`config.mk`:
```
export PLATFORM = sky130hd
export DESIGN_NAME = cbit_reset_regs
export DESIGN_NICKNAME = d
export VERILOG_FILES = /design/src/cbit_reset_pkg.sv /design/src/cbit_reset_regs.sv /design/src/pin_gate.sv
export VERILOG_INCLUDE_DIRS = /design/src
export SDC_FILE = /design/constraint.sdc
export NUM_CORES = 1
export LEC_CHECK = 0
export ABC_AREA = 1
export BUFFER_PORTS_ARGS = -buffer_cell sky130_fd_sc_hd__buf_2
export CORE_MARGIN = 8
export CORE_UTILIZATION = 47
export DETAILED_ROUTE_END_ITERATION = 6
export PLACE_DENSITY = 0.82
export RECOVER_POWER = 50
export SLEW_MARGIN = 20
export SYNTH_ARGS = -nofsm -noshare
export SYNTH_HDL_FRONTEND = slang
export SYNTH_HIERARCHICAL = 1
export SYNTH_SLANG_ARGS = --single-unit
```
`constraint.sdc`:
```
create_clock -name CLK -period 3.78 [get_ports CLK]
set_clock_uncertainty 0.1 [all_clocks]
set_input_delay 0.567 -clock CLK [delete_from_list [all_inputs] [get_ports CLK]]
set_output_delay 0.567 -clock CLK [all_outputs]
set_load 0.03 [all_outputs]
```
`src/cbit_reset_consts.svh`:
```
// Offsets, field positions and reset values of the channel-status and reset/sleep control registers
`ifndef CBIT_RESET_CONSTS_SVH
`define CBIT_RESET_CONSTS_SVH

`define CSTAT_CTRL_OFFSET 12'h00e
`define RSC_CTRL_OFFSET 12'h00f
`define CSTAT_CTRL_RESET 8'h00
`define RSC_CTRL_RESET 8'h00
`define CSTAT_RSVD_MASK 8'h7f
`define BIT_ACC0 0
`define BIT_ACC1 1
`define BIT_SRC_LO 2
`define BIT_SRC_HI 5
`define BIT_TAP 6
`define BIT_SOFT_RESET_BIT 0
`define BIT_HELD_CHIP_RESET_BIT 1
`define BIT_SLP 2
`define BIT_DIGOUT_DISABLE 3
`define BIT_XTAL_SYSCLK_OUT_DISABLE 4
`define BIT_MASTER_CLK_OUT_DISABLE 5
`define BIT_SYS_CLK_OUT_DISABLE 6
`define BIT_APC 7
`define CS_ACC_LO 28
`define CS_SRC_LO 16
`define CS_WIDTH 32
`define ACC_PROHIBITED 2'h3

`endif

```
`src/cbit_reset_pkg.sv`:
```
// Types shared by the control register bank
package cbit_reset_pkg;

  typedef struct packed {
    logic [11:0] paddr;
    logic psel;
    logic penable;
    logic pwrite;
    logic [31:0] pwdata;
  } apb_req_s;

  typedef struct packed {
    logic [31:0] prdata;
    logic pready;
    logic pslverr;
  } apb_rsp_s;

  typedef struct packed {
    logic digout_disable;
    logic xtal_sysclk_out_disable;
    logic master_clk_out_disable;
    logic sys_clk_out_disable;
  } pin_dis_s;

  typedef enum logic [2:0] {
    RST_RUN = 3'b001,
    RST_SOFT = 3'b010,
    RST_HELD = 3'b100
  } rst_state_e;

endpackage : cbit_reset_pkg

```
`src/cbit_reset_regs.sv`:
```
// Channel-status and reset/sleep/clock-out control registers behind an APB slave
//
// Summary of operation
// - Accuracy bits go to channel-status bits 28,29
// - Source number goes to channel-status bits 16-19
// - Tap select picks before or after channel control
// - Soft reset loads defaults then self-clears
// - Held reset keeps chip reset until cleared
// - Sleep ends only by external or held reset
// - Sleep bit leaves analog circuits untouched
// - Digital-out disable holds pin low
// - Crystal sysclk disable holds pin low
// - Master clock disable holds pin low
// - System clock disable holds pin low
// - Phase control enable counts only with PLL select
`timescale 1ns/1ps
`include "cbit_reset_consts.svh"

module cbit_reset_regs
(
  // Clock and reset
  input wire logic CLK,
  input wire logic NRST,
  // APB slave
  input wire cbit_reset_pkg::apb_req_s APB_REQ,
  output cbit_reset_pkg::apb_rsp_s APB_RSP,
  // Audio data streams, clock sources and PLL select
  input wire logic DIGOUT_AFTER_CTRL,
  input wire logic DIGOUT_BEFORE_CTRL,
  input wire logic XTAL_SYSCLK,
  input wire logic MASTER_CLK,
  input wire logic SYS_CLK,
  input wire logic PLL_CLOCK_SELECT,
  // Channel status and control outputs
  output logic [31:0] CHANNEL_STATUS,
  output logic DIGOUT_SRC,
  output logic CHIP_RESET,
  output logic DIGITAL_SLEEP,
  output logic PHASE_CTRL_ACTIVE,
  // Pins
  output logic DIGOUT_PIN,
  output logic XTAL_SYSCLK_PIN,
  output logic MASTER_CLK_PIN,
  output logic SYS_CLK_PIN
);

  import cbit_reset_pkg::*;

  ////////////////////////////////////////////////////////////////////////////
  // Bus decode

  logic wr_en;
  logic rd_access;
  logic hit_cstat;
  logic hit_rsc;

  // Each register holds one aligned word: byte address is four times its index
  always_comb
  begin
    hit_rsc = (APB_REQ.paddr == (`RSC_CTRL_OFFSET << 2));
    hit_cstat = (APB_REQ.paddr == (`CSTAT_CTRL_OFFSET << 2));
    wr_en = APB_REQ.psel && APB_REQ.penable && APB_REQ.pwrite;
    rd_access = APB_REQ.psel && APB_REQ.penable && !APB_REQ.pwrite;
  end

  ////////////////////////////////////////////////////////////////////////////
  // Register state

  logic [7:0] cstat_reg;
  logic [7:0] cstat_next;
  logic [7:0] rsc_reg;
  logic [7:0] rsc_next;
  logic sleep_reg;
  logic sleep_next;
  rst_state_e rst_state_reg;
  rst_state_e rst_state_next;
  logic [31:0] prdata_reg;
  logic [31:0] prdata_next;

  always_comb
  begin
    cstat_next = cstat_reg;
    rsc_next = rsc_reg;
    sleep_next = sleep_reg;
    rst_state_next = rst_state_reg;
    case (rst_state_reg)
      RST_RUN:
      begin
        if (wr_en && hit_cstat)
          cstat_next = APB_REQ.pwdata[7:0] & `CSTAT_RSVD_MASK;
        if (wr_en && hit_rsc)
        begin
          rsc_next = APB_REQ.pwdata[7:0];
          if (APB_REQ.pwdata[`BIT_SLP])
            sleep_next = 1'b1;
          if (APB_REQ.pwdata[`BIT_HELD_CHIP_RESET_BIT])
            rst_state_next = RST_HELD;
          else if (APB_REQ.pwdata[`BIT_SOFT_RESET_BIT])
            rst_state_next = RST_SOFT;
        end
      end
      RST_SOFT:
      begin
        cstat_next = `CSTAT_CTRL_RESET;
        rsc_next = `RSC_CTRL_RESET;
        rst_state_next = RST_RUN;
      end
      RST_HELD:
      begin
        cstat_next = `CSTAT_CTRL_RESET;
        rsc_next = `RSC_CTRL_RESET;
        rsc_next[`BIT_HELD_CHIP_RESET_BIT] = 1'b1;
        sleep_next = 1'b0;
        if (wr_en && hit_rsc && !APB_REQ.pwdata[`BIT_HELD_CHIP_RESET_BIT])
        begin
          rsc_next = `RSC_CTRL_RESET;
          rst_state_next = RST_RUN;
        end
      end
      default:
      begin
        rst_state_next = RST_RUN;
      end
    endcase
    prdata_next = prdata_reg;
    if (rd_access)
      prdata_next = hit_cstat ? {24'h000000, cstat_reg} : (hit_rsc ? {24'h000000, rsc_reg} : 32'h00000000);
  end

  always_ff @(posedge CLK or negedge NRST)
  begin
    if (!NRST)
    begin
      cstat_reg <= `CSTAT_CTRL_RESET;
      rsc_reg <= `RSC_CTRL_RESET;
      sleep_reg <= 1'b0;
      rst_state_reg <= RST_RUN;
      prdata_reg <= 32'h00000000;
    end
    else
    begin
      cstat_reg <= cstat_next;
      rsc_reg <= rsc_next;
      sleep_reg <= sleep_next;
      rst_state_reg <= rst_state_next;
      prdata_reg <= prdata_next;
    end
  end

  ////////////////////////////////////////////////////////////////////////////
  // Bus answer: one wait state on reads, writes complete at once

  logic rd_wait_reg;
  logic rd_wait_next;

  always_comb
  begin
    rd_wait_next = rd_access && !rd_wait_reg;
  end

  always_ff @(posedge CLK or negedge NRST)
  begin
    if (!NRST)
      rd_wait_reg <= 1'b0;
    else
      rd_wait_reg <= rd_wait_next;
  end

  always_comb
  begin
    APB_RSP.pready = APB_REQ.pwrite ? 1'b1 : rd_wait_reg;
    APB_RSP.pslverr = APB_REQ.psel && APB_REQ.penable && !(hit_cstat || hit_rsc);
    APB_RSP.prdata = prdata_reg;
  end

  ////////////////////////////////////////////////////////////////////////////
  // Channel status and control outputs

  logic [31:0] cs_reg;
  logic [31:0] cs_next;
  logic src_reg;
  logic src_next;
  logic apc_reg;
  logic apc_next;

  always_comb
  begin
    cs_next = 32'h00000000;
    cs_next[`CS_ACC_LO +: 2] = cstat_reg[`BIT_ACC1:`BIT_ACC0];
    cs_next[`CS_SRC_LO +: 4] = cstat_reg[`BIT_SRC_HI:`BIT_SRC_LO];
    src_next = cstat_reg[`BIT_TAP] ? DIGOUT_BEFORE_CTRL : DIGOUT_AFTER_CTRL;
    apc_next = PLL_CLOCK_SELECT && rsc_reg[`BIT_APC];
  end

  always_ff @(posedge CLK or negedge NRST)
  begin
    if (!NRST)
    begin
      cs_reg <= 32'h00000000;
      src_reg <= 1'b0;
      apc_reg <= 1'b0;
    end
    else
    begin
      cs_reg <= cs_next;
      src_reg <= src_next;
      apc_reg <= apc_next;
    end
  end

  assign CHANNEL_STATUS = cs_reg;
  assign DIGOUT_SRC = src_reg;
  assign PHASE_CTRL_ACTIVE = apc_reg;
  assign CHIP_RESET = (rst_state_reg != RST_RUN);
  assign DIGITAL_SLEEP = sleep_reg;

  ////////////////////////////////////////////////////////////////////////////
  // Pin gating

  pin_dis_s dis;
  logic [3:0] pins;

  always_comb
  begin
    dis.digout_disable = rsc_reg[`BIT_DIGOUT_DISABLE];
    dis.xtal_sysclk_out_disable = rsc_reg[`BIT_XTAL_SYSCLK_OUT_DISABLE];
    dis.master_clk_out_disable = rsc_reg[`BIT_MASTER_CLK_OUT_DISABLE];
    dis.sys_clk_out_disable = rsc_reg[`BIT_SYS_CLK_OUT_DISABLE];
  end

  pin_gate u_pin_gate
  (
    .CLK(CLK),
    .NRST(NRST),
    .src({src_reg, XTAL_SYSCLK, MASTER_CLK, SYS_CLK}),
    .dis({dis.digout_disable, dis.xtal_sysclk_out_disable, dis.master_clk_out_disable, dis.sys_clk_out_disable}),
    .pins(pins)
  );

  assign DIGOUT_PIN = pins[3];
  assign XTAL_SYSCLK_PIN = pins[2];
  assign MASTER_CLK_PIN = pins[1];
  assign SYS_CLK_PIN = pins[0];

endmodule : cbit_reset_regs

```
`src/pin_gate.sv`:
```
// Output pin gating: each pin follows its source or is held low when disabled
`timescale 1ns/1ps
`include "cbit_reset_consts.svh"

module pin_gate
(
  // Clock and reset
  input wire logic CLK,
  input wire logic NRST,
  // Sources and disables
  input wire logic [3:0] src,
  input wire logic [3:0] dis,
  // Gated pins
  output logic [3:0] pins
);

  logic [3:0] pins_reg;
  logic [3:0] pins_next;

  genvar i;
  generate
    for (i = 0; i < 4; i = i + 1)
    begin : g_pin
      always_comb
      begin
        pins_next[i] = dis[i] ? 1'b0 : src[i];
      end
    end
  endgenerate

  always_ff @(posedge CLK or negedge NRST)
  begin
    if (!NRST)
      pins_reg <= 4'h0;
    else
      pins_reg <= pins_next;
  end

  assign pins = pins_reg;

endmodule : pin_gate

```
==> results.yml <==
drt:
  wl_met1_um: 1750
  ant_nets: 0
  routed_wl_um: 4507
  wl_per_cell_um: 12.42
  drc: 0
  first_pass_iters: 4
  vias: 1573
  routed-wl-met2_um: 2410
  wl_met3_um: 297
  routed.top_layer: "met4"
  drt_iter0_drc: 102
  vias_per_cell: 4.333
logic_synthesis:
  yosys_register_bits: 40
  synth_top_area_share_pct: 44.24
  synth_top_area_cell: "dfrtp_1"
  synth_area_sq_um: 2206
  synth.area.top_cells: "dfrtp_1 44%, buf_4 17%, nand2_1 11%"
  ys_types: 27
  yosysSeqAreaShare_pct: 45.43
  netlist_instances: 249
  synth_warnings: 6
  syn_area_per_cell_sq_um: 8.859
final_layout:
  nets: 363
  drive_gt1_share_pct: 32.69
  num_antenna_cells: 0
  mostFrequentLayoutCells: "64 x nand2_1, 52 x buf_2, 50 x conb_1"
  final_common_cell: "nand2_1"
  syn2layout_area_growth_pct: 10.89
  fillerInstances: 432
  layout.cells.non_filler: 363
clock_tree:
  cts_sinks: 40
  postCtsHoldBufs: 0
  clockBufferDepth: 2
  numCtsBuffers: 5
  tritoncts: "done"
  root_buffer: "clkbuf_8"
  post_cts_buffers: 0
  insertion_delay_ps: 280
  htreeDepth: 2
  cts_resized: 0
  clkTransAtPathRegs_ps: 70
critical_path:
  cp_max_fo: 40
  worst_path_max_delay_cell: "clkbuf_1"
  startpoint_type: "input port"
  worstPathRequired_ps: 3660
  cp.depth: 1
  reg2reg_depth: 5
  end_kind: "async pin"
  critPathBufInv: 1
  path_class: "in2async"
  cp_slowest_stage_delay_ps: 1470
  startpoint: "NRST"
  path_delay_family: "buffers and inverters"
  rr_startpoint: "rst_state_reg[0]$_DFFE_PN1P_"
  crit_arrival_ps: 2050
  crit_chain: "clkbuf_1"
timing:
  worst_slack_ps: 1607
  worst_pin_slew_ps: 2096
  max_freq_mhz: 460.2
  hold_viol_final: 0
  finalSetupTns_ps: 0
  finalCritPeriodShare_pct: 57.49
  slew_violations: 41
  slew_headroom_pct: -39.71
  rsz0062_at_grt: "no"
  fin_crit_ps: 2173
  whs_ps: 319.0
  setup_violations: 0
die:
  ioPinCount: 129
  fp.dieH_um: 84.51
  start_util_pct: 47.65
  core-area_sq_um: 4629
  row_count: 25
  die_w_um: 84.51
  dieArea_sq_um: 7141
placement:
  dp_slack_ps: 1608
  portBuffers: 54
  dp_cells: 355
  dpl.hpwl_um: 3649
  gp_routability_congestion: 0.8081
pwr:
  peakVddDrop_mv: 0.1494
  powerDensity_nw_per_um2: 409.6
  p_total_mw: 1.002
  leakage_nw: 1.473
outcome:
  violations: "capacitance limit, slew limit"
  run_status: "complete, but fails checks"
global_routing:
  grt_antenna_before_repair: 0
  overflow: 0
  grt_pass1_vias: 1719
  grt_pass1_wl_um: 7755
  grt_max_degree: 41
  track_usage_pct: 13.23
min_path:
  hp-class: "reg2reg"
  min_path_cells: 0
  hp-start: "cstat_reg[2]$_DFFE_PN0P_"
job:
  drv_cap: 1
final cells by class:
type	count	area (sq um)	share of cell area, %
Clock buffer	6	72.57	2.967
Clock inverter	2	35.03	1.432
Sequential cell	40	1002	40.97
Inverter	31	121.4	4.962
Multi-Input combinational cell	176	879.6	35.96
Timing Repair Buffer	54	267.8	10.95
Tap cell	54	67.56	2.762
cell families (layout without fill, tap and decap cells):
group           Yosys count  count (layout)  synth area share [%]
compound gates           16              16                 4.935
simple gates            110             110                 26.43
buf+inv                  82              93                 23.03
other cells               1              50                0.1700
flops                    40              40                 45.43
cells in the mapped netlist (all sizes together):
| library cell | count |
|---|---|
| buf | 51 |
| a21oi | 1 |
| inv | 29 |
| o31ai | 1 |
| dfrtp | 39 |
| conb | 1 |
| nand2 | 69 |
| o21ai | 14 |
| nor3 | 2 |
| nand3 | 20 |
| or2 | 1 |
| clkinv | 2 |
| nand4 | 3 |
| nor2 | 15 |
| dfstp | 1 |
metrics by stage:
step           cell area (sq um)  utilization (%)
6_report                    2446            52.84
5_1_grt                     2446            52.84
4_1_cts                     2449            52.89
3_5_place_dp                2341            50.57
3_3_place_gp                2341            50.57
2_1_floorplan               2390                -
routing by layer:
metal  up-vias  global-route usage (%)
met5         -                       0
met4         0                   4.207
met3         4                   5.268
met2        54                   24.70
met1       732                   12.92
li1        783                       -
power by group:
part	switching, mW	total [mW]	internal [mW]
sequential	0.00829	0.455	0.447
clock	0.142	0.338	0.196
combinational	0.167	0.209	0.0414
total	0.318	1.00	0.684
worst paths after layout:
path / end / slack, ps
setup / recovery: rsc_reg[1]$_DFFE_PN0P_ / 1610
hold / removal: CHANNEL_STATUS[16]$_DFF_PN0_ / 320
setup reg to reg: cstat_reg[1]$_DFFE_PN0P_ / 2270
hold reg to reg: CHANNEL_STATUS[16]$_DFF_PN0_ / 320
max in group CLK: APB_RSP[0] / 1620
min in group asynchronous: CHANNEL_STATUS[28]$_DFF_PN0_ / 780
No activity file was read; power rests on OpenSTA's default activity.
